`src/logic/mfrt_defs.svh`:
```
// Purpose: shared constants of the flash reset timing link
// Assumes: 100 MHz core clock on both ends
// Notes:   times in ns, counts derived in the modules
`ifndef MFRT_DEFS_SVH
`define MFRT_DEFS_SVH
`define MFRT_CLK_NS          10
`define MFRT_RST_LOW_NS      1000
`define MFRT_RST_HIGH_NS     1000
`define MFRT_RST_CMD_NS      200000
`define MFRT_PREAMBLE_CYC    74
`define MFRT_LCLK_HALF       6
`define MFRT_ARG_BOOT        32'h0FFFFFFA
`define MFRT_ARG_ZERO        32'h00000000
`define MFRT_CMD_RESET       6'h00
`define MFRT_CMD_OPCOND      6'h01
`define MFRT_CMD_SWITCH      6'h06
`define MFRT_CMD_WP_STATUS   6'h1E
`define MFRT_CMD_WP_TYPE     6'h1F
`define MFRT_INIT_MAX        16
`define MFRT_WP_GAP_CYC      1000
`define MFRT_BOOT_CYC        64
`define MFRT_DEV_INIT_CYC    32
`define MFRT_PRELOAD_DEF     32'h00100000
`endif

```
`src/logic/mfrt_pkg.sv`:
```
// Purpose: types shared by both ends
// Assumes: nothing
// Notes:   binary state codes written out
`default_nettype none
package mfrt_pkg;
    typedef enum logic [1:0] {
        H_RST_LOW  = 2'b00,
        H_RST_WAIT = 2'b01,
        H_READY    = 2'b10
    } mfrt_host_st_t;
    typedef enum logic [1:0] {
        D_BOOT  = 2'b00,
        D_RESET = 2'b01,
        D_INIT  = 2'b10,
        D_RUN   = 2'b11
    } mfrt_dev_st_t;
endpackage : mfrt_pkg
`default_nettype wire

```
`src/logic/mfrt_link_if.sv`:
```
// Purpose: pins between host controller and flash device
// Assumes: each side syncs the single-bit pins it receives
// Notes:   command words held stable until the ack toggle returns
`default_nettype none
interface mfrt_link_if;
    logic        rst_n_pin;  // hardware reset, active low
    logic        clk_pin;    // bus clock from host divider
    logic        cmd_tgl;    // flips once per command
    logic [5:0]  cmd_idx;    // command index
    logic [31:0] cmd_arg;    // command argument
    logic        ack_tgl;    // device echo of cmd_tgl
    modport host (output rst_n_pin, output clk_pin, output cmd_tgl,
                  output cmd_idx, output cmd_arg, input ack_tgl);
    modport dev  (input rst_n_pin, input clk_pin, input cmd_tgl,
                  input cmd_idx, input cmd_arg, output ack_tgl);
endinterface : mfrt_link_if
`default_nettype wire

```
`src/logic/mfrt_host.sv`:
```
// Purpose: host end; drives reset pin, bus clock and commands
// Assumes: user pulses are one cycle, on clk
// Notes:   refused requests are dropped and flagged for one cycle
// Summary of operation
// reset low and high each at least 1 us
// wait 200 us after release before commands
// 74 clocks before opcond or boot reset
// device may ignore reset pin after power-on
// device caps preload at reported limit
// device updates limit on enhanced partition
// limit repeated reset and init iterations
// each opcond costs one raw array read
// space out write-protect queries
// device starts reset on pin rising edge
`include "mfrt_defs.svh"
`default_nettype none
module mfrt_host #(
    parameter int unsigned RST_CMD_CYC = (`MFRT_RST_CMD_NS + `MFRT_CLK_NS - 1) / `MFRT_CLK_NS,
    parameter int unsigned INIT_MAX    = `MFRT_INIT_MAX,
    parameter int unsigned WP_GAP_CYC  = `MFRT_WP_GAP_CYC
) (
    input  wire logic        clk,          // core clock
    input  wire logic        arst_n,       // async reset, active low
    mfrt_link_if.host        link,         // pins to device
    input  wire logic        rst_req,      // pulse: hardware reset
    input  wire logic        cmd_req,      // pulse: send command
    input  wire logic [5:0]  cmd_idx,      // command index
    input  wire logic [31:0] cmd_arg,      // command argument
    output var  logic        cmd_ready,    // level: command may go
    output var  logic        cmd_sent,     // pulse: command issued
    output var  logic        cmd_refused,  // pulse: command dropped
    output var  logic        rst_refused,  // pulse: reset dropped
    output var  logic        link_up       // level: ready for commands
);
    import mfrt_pkg::*;

    localparam int unsigned LOW_CYC  = (`MFRT_RST_LOW_NS + `MFRT_CLK_NS - 1) / `MFRT_CLK_NS;
    localparam int unsigned HIGH_CYC = (`MFRT_RST_HIGH_NS + `MFRT_CLK_NS - 1) / `MFRT_CLK_NS;

    mfrt_host_st_t st_ff;
    logic [15:0]   cnt_ff;
    logic [3:0]    div_ff;
    logic          lclk_ff;
    logic [6:0]    pre_ff;
    logic [7:0]    init_ff;
    logic [15:0]   wp_ff;
    logic          tgl_ff;
    logic [5:0]    idx_ff;
    logic [31:0]   arg_ff;
    logic          ack_s1_ff;
    logic          ack_s2_ff;
    logic          sent_ff;
    logic          cref_ff;
    logic          rref_ff;
    logic          lclk_rise;
    logic          rst_take;
    logic          is_init;
    logic          needs_pre;
    logic          is_wp;
    logic          allowed;
    logic          cmd_take;

    // bus clock divider; runs free so the preamble can build up
    always_ff @(posedge clk or negedge arst_n)
    begin
        if (!arst_n)
        begin
            div_ff  <= 4'h0;
            lclk_ff <= 1'b0;
        end
        else if (div_ff == 4'(`MFRT_LCLK_HALF - 1))
        begin
            div_ff  <= 4'h0;
            lclk_ff <= ~lclk_ff;
        end
        else
        begin
            div_ff <= div_ff + 4'h1;
        end
    end
    assign lclk_rise = (div_ff == 4'(`MFRT_LCLK_HALF - 1)) && !lclk_ff;

    // preamble count restarts with every reset pulse
    always_ff @(posedge clk or negedge arst_n)
    begin
        if (!arst_n)
            pre_ff <= 7'h00;
        else if (st_ff == H_RST_LOW)
            pre_ff <= 7'h00;
        else if (lclk_rise && pre_ff != 7'(`MFRT_PREAMBLE_CYC))
            pre_ff <= pre_ff + 7'h01;
    end

    // a second pulse only after the high interval has passed
    assign rst_take = rst_req && ((st_ff == H_READY) ||
                      (st_ff == H_RST_WAIT && cnt_ff >= 16'(HIGH_CYC - 1)));

    // reset sequence; power-on starts with the pin held low
    always_ff @(posedge clk or negedge arst_n)
    begin
        if (!arst_n)
        begin
            st_ff  <= H_RST_LOW;
            cnt_ff <= 16'h0000;
        end
        else
        begin
            unique case (st_ff)
                H_RST_LOW:
                begin
                    if (cnt_ff >= 16'(LOW_CYC - 1))
                    begin
                        st_ff  <= H_RST_WAIT;
                        cnt_ff <= 16'h0000;
                    end
                    else
                        cnt_ff <= cnt_ff + 16'h0001;
                end
                H_RST_WAIT:
                begin
                    if (rst_take)
                    begin
                        st_ff  <= H_RST_LOW;
                        cnt_ff <= 16'h0000;
                    end
                    else if (cnt_ff >= 16'(RST_CMD_CYC - 1))
                        st_ff <= H_READY;
                    else
                        cnt_ff <= cnt_ff + 16'h0001;
                end
                H_READY:
                begin
                    if (rst_take)
                    begin
                        st_ff  <= H_RST_LOW;
                        cnt_ff <= 16'h0000;
                    end
                end
                default:
                    st_ff <= H_RST_LOW;
            endcase
        end
    end

    // ack from the device comes from another domain
    always_ff @(posedge clk or negedge arst_n)
    begin
        if (!arst_n)
        begin
            ack_s1_ff <= 1'b0;
            ack_s2_ff <= 1'b0;
        end
        else
        begin
            ack_s1_ff <= link.ack_tgl;
            ack_s2_ff <= ack_s1_ff;
        end
    end

    // command gating
    assign is_init   = (cmd_idx == `MFRT_CMD_RESET) || (cmd_idx == `MFRT_CMD_OPCOND);
    assign needs_pre = (cmd_idx == `MFRT_CMD_OPCOND) ||
                       (cmd_idx == `MFRT_CMD_RESET && cmd_arg == `MFRT_ARG_BOOT);
    assign is_wp     = (cmd_idx == `MFRT_CMD_WP_STATUS) || (cmd_idx == `MFRT_CMD_WP_TYPE);
    assign allowed   = !(needs_pre && pre_ff != 7'(`MFRT_PREAMBLE_CYC))
                    && !(is_init && init_ff >= 8'(INIT_MAX))
                    && !(is_wp && wp_ff != 16'h0000);
    assign cmd_ready = (st_ff == H_READY) && (tgl_ff == ack_s2_ff) && !rst_req;
    assign cmd_take  = cmd_req && cmd_ready && allowed;

    // launch: words are set with the toggle and held until acked
    always_ff @(posedge clk or negedge arst_n)
    begin
        if (!arst_n)
        begin
            tgl_ff <= 1'b0;
            idx_ff <= 6'h00;
            arg_ff <= 32'h00000000;
        end
        else if (cmd_take)
        begin
            tgl_ff <= ~tgl_ff;
            idx_ff <= cmd_idx;
            arg_ff <= cmd_arg;
        end
    end

    // iteration counter kept since power-on, never cleared by resets
    always_ff @(posedge clk or negedge arst_n)
    begin
        if (!arst_n)
            init_ff <= 8'h00;
        else if (((cmd_take && is_init) || rst_take) && init_ff != 8'hFF)
            init_ff <= init_ff + 8'h01;
    end

    // query spacing; tight polling would wear the array
    always_ff @(posedge clk or negedge arst_n)
    begin
        if (!arst_n)
            wp_ff <= 16'h0000;
        else if (cmd_take && is_wp)
            wp_ff <= 16'(WP_GAP_CYC);
        else if (wp_ff != 16'h0000)
            wp_ff <= wp_ff - 16'h0001;
    end

    // status pulses
    always_ff @(posedge clk or negedge arst_n)
    begin
        if (!arst_n)
        begin
            sent_ff <= 1'b0;
            cref_ff <= 1'b0;
            rref_ff <= 1'b0;
        end
        else
        begin
            sent_ff <= cmd_take;
            cref_ff <= cmd_req && !cmd_take;
            rref_ff <= rst_req && !rst_take;
        end
    end

    assign cmd_sent       = sent_ff;
    assign cmd_refused    = cref_ff;
    assign rst_refused    = rref_ff;
    assign link_up        = (st_ff == H_READY);
    assign link.rst_n_pin = (st_ff != H_RST_LOW);
    assign link.clk_pin   = lclk_ff;
    assign link.cmd_tgl   = tgl_ff;
    assign link.cmd_idx   = idx_ff;
    assign link.cmd_arg   = arg_ff;
endmodule : mfrt_host
`default_nettype wire

```
`src/flat_wrapper.sv`:
```
// flat-port wrapper written by rule: the top's interface ports become plain ports
module mfrt_host_flat import mfrt_pkg::*;
#(
    parameter int unsigned RST_CMD_CYC = (`MFRT_RST_CMD_NS + `MFRT_CLK_NS - 1) / `MFRT_CLK_NS,
    parameter int unsigned INIT_MAX    = `MFRT_INIT_MAX,
    parameter int unsigned WP_GAP_CYC  = `MFRT_WP_GAP_CYC
)
  (clk, arst_n, rst_req, cmd_req, cmd_idx, cmd_arg, cmd_ready, cmd_sent, cmd_refused, rst_refused, link_up, link_rst_n_pin, link_clk_pin, link_cmd_tgl, link_cmd_idx, link_cmd_arg, link_ack_tgl);
  mfrt_link_if link_i ();
  input  wire logic clk;
  input  wire logic arst_n;
  input  wire logic rst_req;
  input  wire logic cmd_req;
  input  wire logic [5:0] cmd_idx;
  input  wire logic [31:0] cmd_arg;
  output var  logic cmd_ready;
  output var  logic cmd_sent;
  output var  logic cmd_refused;
  output var  logic rst_refused;
  output var  logic link_up;
  output wire logic [$bits(link_i.rst_n_pin)-1:0] link_rst_n_pin;
  output wire logic [$bits(link_i.clk_pin)-1:0] link_clk_pin;
  output wire logic [$bits(link_i.cmd_tgl)-1:0] link_cmd_tgl;
  output wire logic [$bits(link_i.cmd_idx)-1:0] link_cmd_idx;
  output wire logic [$bits(link_i.cmd_arg)-1:0] link_cmd_arg;
  input wire logic [$bits(link_i.ack_tgl)-1:0] link_ack_tgl;
  assign link_rst_n_pin = link_i.rst_n_pin;
  assign link_clk_pin = link_i.clk_pin;
  assign link_cmd_tgl = link_i.cmd_tgl;
  assign link_cmd_idx = link_i.cmd_idx;
  assign link_cmd_arg = link_i.cmd_arg;
  assign link_i.ack_tgl = link_ack_tgl;
  mfrt_host #(.RST_CMD_CYC(RST_CMD_CYC), .INIT_MAX(INIT_MAX), .WP_GAP_CYC(WP_GAP_CYC)) u_core (.clk(clk), .arst_n(arst_n), .link(link_i), .rst_req(rst_req), .cmd_req(cmd_req), .cmd_idx(cmd_idx), .cmd_arg(cmd_arg), .cmd_ready(cmd_ready), .cmd_sent(cmd_sent), .cmd_refused(cmd_refused), .rst_refused(rst_refused), .link_up(link_up));
endmodule
```
`config.mk`:
```
export PLATFORM = sky130hd
export DESIGN_NAME = mfrt_host_flat
export DESIGN_NICKNAME = d
export VERILOG_FILES = /design/src/logic/mfrt_pkg.sv /design/src/logic/mfrt_link_if.sv /design/src/logic/mfrt_host.sv /design/src/flat_wrapper.sv
export VERILOG_INCLUDE_DIRS = /design/src /design/src/logic
export SDC_FILE = /design/constraint.sdc
export NUM_CORES = 1
export LEC_CHECK = 0
export ABC_CLOCK_PERIOD_IN_PS = 5400
export BUFFER_PORTS_ARGS = -buffer_cell sky130_fd_sc_hd__buf_2
export CELL_PAD_IN_SITES_DETAIL_PLACEMENT = 0
export CELL_PAD_IN_SITES_GLOBAL_PLACEMENT = 1
export CORE_AREA = 2 2 135 137
export DETAILED_ROUTE_END_ITERATION = 10
export DIE_AREA = 0 0 137 139
export GPL_TIMING_DRIVEN = 0
export PLACE_DENSITY_LB_ADDON = 0.1
export RECOVER_POWER = 50
export SYNTH_ARGS = -nofsm -noshare
export SYNTH_HDL_FRONTEND = slang
export SYNTH_SLANG_ARGS = --single-unit
```
`constraint.sdc`:
```
create_clock -name clk -period 5.4 [get_ports clk]
set_clock_uncertainty 0.2 [all_clocks]
set_input_delay 1.08 -clock clk [delete_from_list [all_inputs] [get_ports clk]]
set_output_delay 1.08 -clock clk [all_outputs]
set_load 0.1 [all_outputs]
```
# Word-level counts from Yosys, hierarchy flattened
# Cells that the tools add are included.
# word_totals
register_bits	98
wordCells	94
# op_classes
n_addsub	5
n_lt_le_gt_ge	3
n_eq_ne	14
muxes	15
bitwise	2
n_reduce_logical	40
# op_table
op	count
2-to-1 mux 16 bit	6
case mux 16 bit (3 select lines)	1
equality test 32 x 28 -> 1 bit, second input constant	1
logical AND 1 bit	19
adder 16 x 1 -> 16 bit, second input constant	1
greater-or-equal comparator 16 x 15 -> 1 bit, second input constant	1
greater-or-equal comparator 16 x 7 -> 1 bit, second input constant	1
nonzero test 16 bit	1
subtractor 16 x 1 -> 16 bit, second input constant	1
2-to-1 mux 7 bit	2
equality test 6 x 5 -> 1 bit, second input constant	2
adder 8 x 1 -> 8 bit, second input constant	1
greater-or-equal comparator 8 x 5 -> 1 bit, second input constant	1
2-to-1 mux 2 bit	4
!= test 8 bit, second input constant	1
adder 7 x 1 -> 7 bit, second input constant	1
zero test 1 bit	7
!= test 7 bit, second input constant	1
equality test 6 x 1 -> 1 bit, second input constant	1
zero test 6 bit	1
!= test 3 x 2 -> 1 bit, second input constant	2
case mux 2 bit (3 select lines)	1
AND reduction 3 bit	2
nonzero test 2 bit	3
other kinds (12)	17

# Logic depth before layout (Yosys ltp)
# logic_depth
ltp_word	11
ltp_mapped	10

# Worst setup path before layout
# Ideal clock, no wire load.
# synth_path
path_kind	reg2reg
from	reg u_core.st_ff[0]
to	reg u_core.arg_ff[0] (netlist: u_core.link.cmd_arg[0])
setup_time_ps	128
arrival_time_ps	4793
t_required_ps	5072
setup_slack_ps	278
stages_incl_launch_ff	8
path_buffers	1
period_less_slack_ps	5122
path_cell_list	dfrtp_1 > inv_1 > ha_1 > nor3b_1 > o211a_1 > o211ai_2 > buf_2 > mux2_1
# synth_between
elab_chain_len	5
# synth_lines
element	line	rtl
start: declaration	mfrt_host.sv:40	mfrt_host_st_t st_ff;
start signal: assignment	mfrt_host.sv:103	st_ff <= H_RST_LOW;
start signal: assignment	mfrt_host.sv:113	st_ff <= H_RST_WAIT;
start signal: assignment	mfrt_host.sv:123	st_ff <= H_RST_LOW;
equality test 2 bit	--	
net link_up	flat_wrapper.sv:20	output var logic link_up;
logical AND 1 bit (2 in a row)	mfrt_host.sv:168	assign cmd_ready = (st_ff == H_READY) && (tgl_ff == ack_s2_ff) && !rst_req;
net cmd_ready	flat_wrapper.sv:16	output var logic cmd_ready;
logical AND 1 bit (2 in a row)	mfrt_host.sv:169	assign cmd_take = cmd_req && cmd_ready && allowed;
end signal: assignment	mfrt_host.sv:184	arg_ff <= cmd_arg;
end: declaration	mfrt_host.sv:49	logic [31:0] arg_ff;
# The timed path passes the listed nets, and every way through them passes these cells.
# A chain may end at the register's enable or synchronous reset.

# Worst setup path after layout
# layout_path
from	reg u_core.st_ff[0]
to	out cmd_ready
# layout_between
elab_chain_len	3
# layout_lines
element	line
equality test 2 bit	mfrt_host.sv:168
logical AND 1 bit (2 in a row)	mfrt_host.sv:168
end: declaration	flat_wrapper.sv:16
# No other way between the ends.

==> results.md <==
- Fin. Hold Viols: 0
- Met3 wire length: 516 µm
- Worst hold slack: a little over 200 ps
- Post-Syn Area per Cell: 11.5 µm²
- Die height: 139 µm
- Synth Area in Adders: 0.0294
- Cts repair resizes: 0
- First-pass iteration count of the detailed router: 4
- Share of total power in sequential cells: 0.493
- RSZ-0062 raised after global routing: false
- Mux contribution to synthesized area: 0.101
- Final Instance Area: 5730 µm²
- Fraction of layout cells with a size suffix above 1: 0.237
- Clock power frac: 0.475
- Skew-Pair Late Insertion Delay: around 350 ps
- Tmin final: 3450 ps
- Hold Path Depth: 0
- IO Port Bufs: 88
- Synth Area in Compound Gates: 0.102
- Vias in the first global route: 3487
- CTS Buffer Depth: 2
- Global Route Usage Sum: 0.119
- Core area: 17700 µm²
- Slew headroom: -0.715
- PD cells: 261 nW/µm²
- Startpoint types: register
- Max-slew violation count: 51
- Placement row count: a little under 50
- Overflow after GRT: 0
- Post-DP Area: around 5400 µm²
- CP arrival: 2170 ps
- Synth Cell Area: between 4000 and 5000 µm²
- Clk sink count: 98
- Setup Fix Bufs, Post-CTS: 0
- Sw Share: 0.216
- Nets: 561
- Crit end category: output pin
- Cells after Synth: approximately 410
- CP max FO: 9
- First-pass GRT wire length: 17.9 mm
- Status: finished, violations left
- Layout overhead on the synthesized area: 22.5%
- Hold buffer count at cts: 0
- Clk slew on worst S/H paths: 70 ps
- Combinational family with the most area after synthesis: simple AND/OR/NAND/NOR gates
- Detailed-routed wire length on met2: 4.65 mm
- Top Layer Used: met4
- Syn nets: around 460
- Clock buffer count from CTS: 9
- Least-Margin Pin Slew: 2570 ps
- Post-Synth Simple-Gate Area: 0.174
- Asr flop ratio synth: 1.00
- Die ar.: 19000 µm²
- FMAX: 0.289 GHz
- Worst min path class: reg2reg
- Multi-input combinational cell area: 2090 µm²
- Placer Congestion: 0.711
- CTS tree: done
- Distinct cells, synth: 58
- CTS HTree Levels: 3
- CP Data Required Time: approximately 4000 ps
- Register Area: 2450 µm²
- Max-cap violations: 2
- Worst Reg-to-Reg Cells: 7
- Wl on met1: around 5.3 mm
- Final HPWL DP: 7.88 mm
- Comb pwr share: 0.032
- Num ports: 89
- Leakage power: 2.93 nW
- Final WL: 10.7 mm
- Filler cells: 1827
- Initial Util: 0.265
- Post-Synth XOR/XNOR Area: 0.0468
- Clock Root Buffer: clkbuf_16
- Post-route DRC: 0
- WS Path Type: reg2out
- Tcrit/Tclk final: 0.640
- Internal cell power: 1.17 mW
- Final Util: 0.325
- Failing checks: capacitance limit, slew limit
- Top_reg_cell synth: dfrtp_1
- Seq cells post-synth: 98
- Die Wd: 137 µm
- Register area share after synthesis: 0.524
- Via count: 3439
- Final ANT Viol Nets: 0
- Largest net degree at the start of global routing: 56
- Final setup fails: 0
- Yosys warnings: 0
- VDD IR max: 0.143 mV
- Antenna Diode Count: 0
- Switching pwr: 0.322 mW
- Initial antenna violation count: 0
- Number of synthesized flops with an enable pin: 0
- WL per Instance: between 10 and 15 µm
- Fin Setup TNS: 0 ps
- 1st-iter DRT viols: between 100 and 150
- Via/cell ratio: 4.65
## power groups by stage
| stage | Clock, mW | Combinational (mW) | Sequential, mW |
|---|---|---|---|
| 2_1_floorplan | 0 | 0.00417 | 0.756 |
| 3_3_place_gp | 0 | 0.0469 | 0.750 |
| 3_5_place_dp | 0 | 0.0502 | 0.750 |
| 6_report | 0.710 | 0.0480 | 0.736 |
| 4_1_cts | 0.738 | 0.0503 | 0.735 |
| 5_1_grt | 0.771 | 0.0550 | 0.735 |
## registers in the layout (all words and copies together) (netlist names)
register / cells
u_core.init_ff: 8
u_core.link.clk_pin: 1
u_core.ack_s1_ff: 1
u_core.wp_ff: 16
u_core.div_ff: 4
u_core.ack_s2_ff: 1
u_core.pre_ff: 7
u_core.st_ff: 2
u_core.cmd_sent: 1
u_core.link.cmd_arg: 32
u_core.rst_refused: 1
u_core.cmd_refused: 1
u_core.link.cmd_idx: 6
u_core.cnt_ff: 16
u_core.link.cmd_tgl: 1
## worst max-delay path, stage by stage, from the launching register on
cell	delay (ps)
dfrtp_1	400
inv_1	110
ha_1	390
nor3b_1	410
buf_2	520
## path summary, 6_finish.rpt
kind / from / endpoint / slack (ps)
worst max register to register: u_core.pre_ff[0]$_DFFE_PN0P_ / u_core.pre_ff[5]$_DFFE_PN0P_ / 2140
worst max-delay path: u_core.st_ff[0]$_DFFE_PN0P_ / cmd_ready / 1950
worst min-delay path: u_core.ack_s1_ff$_DFF_PN0_ / u_core.ack_s2_ff$_DFF_PN0_ / 200
worst min register to register: u_core.ack_s1_ff$_DFF_PN0_ / u_core.ack_s2_ff$_DFF_PN0_ / 200
max in group asynchronous: arst_n / u_core.wp_ff[14]$_DFFE_PN0P_ / 2210
min in group asynchronous: arst_n / u_core.link.cmd_arg[23]$_DFFE_PN0N_ / 1330
## placed cells by master (no fill, tap or decap), types with 9 or more instances in the layout
cell type,synthesis,routed
dfrtp_1,98,98
buf_2,6,91
mux2_1,39,39
nor2_1,28,28
nand2_1,23,23
xor2_1,18,18
nand3_1,17,17
inv_1,14,14
o21ai_0,14,14
nor3_1,12,12
ha_1,11,11
a21oi_1,10,10
nand4_1,10,10
and3_1,10,10
a22o_1,9,9
clkbuf_16,0,9
## cell families after synthesis
group,Yosys count
simple gates,146
xor+xnor,25
fa+ha+maj,11
mux,42
compound gates,61
buf+inv,24
flops,98
## layer usage
layer,track usage,vias up
met4,0.0488,0
li1,-,1678
met5,0,-
met1,0.167,1671
met2,0.179,76
met3,0.0245,14
## synthesized netlist by cell type, types with 7 or more instances
master    n  area share
xnor2_1   7       0.013
dfrtp_1  98        0.52
a22o_1    9       0.017
ha_1     11       0.029
o21ai_0  14       0.015
inv_1    14       0.011
nand2_1  23       0.018
nor2_1   28       0.022
a21oi_1  10       0.011
mux2_1   39       0.094
and3_1   10       0.013
xor2_1   18       0.034
nand4_1  10       0.013
nor3_1   12       0.013
nand3_1  17       0.018
## metrics by stage
step	setup WS [ps]	cells	power, mW
after floorplan	278	407	0.760
after global placement	1850	724	0.797
after detailed placement	1840	725	0.800
after CTS	1910	740	1.52
after global routing	1580	740	1.56
final	1950	740	1.49
## area by class of cell
type,count,area share
Inverter,14,0.00917
Timing Repair Buffer,89,0.0810
Clock buffer,10,0.0417
Clock inverter,5,0.0151
Buffer,10,0.0105
Tap cell,229,0.0500
Sequential cell,98,0.428
Multi-Input combinational cell,285,0.365
No activity file was read; power rests on OpenSTA's default activity.
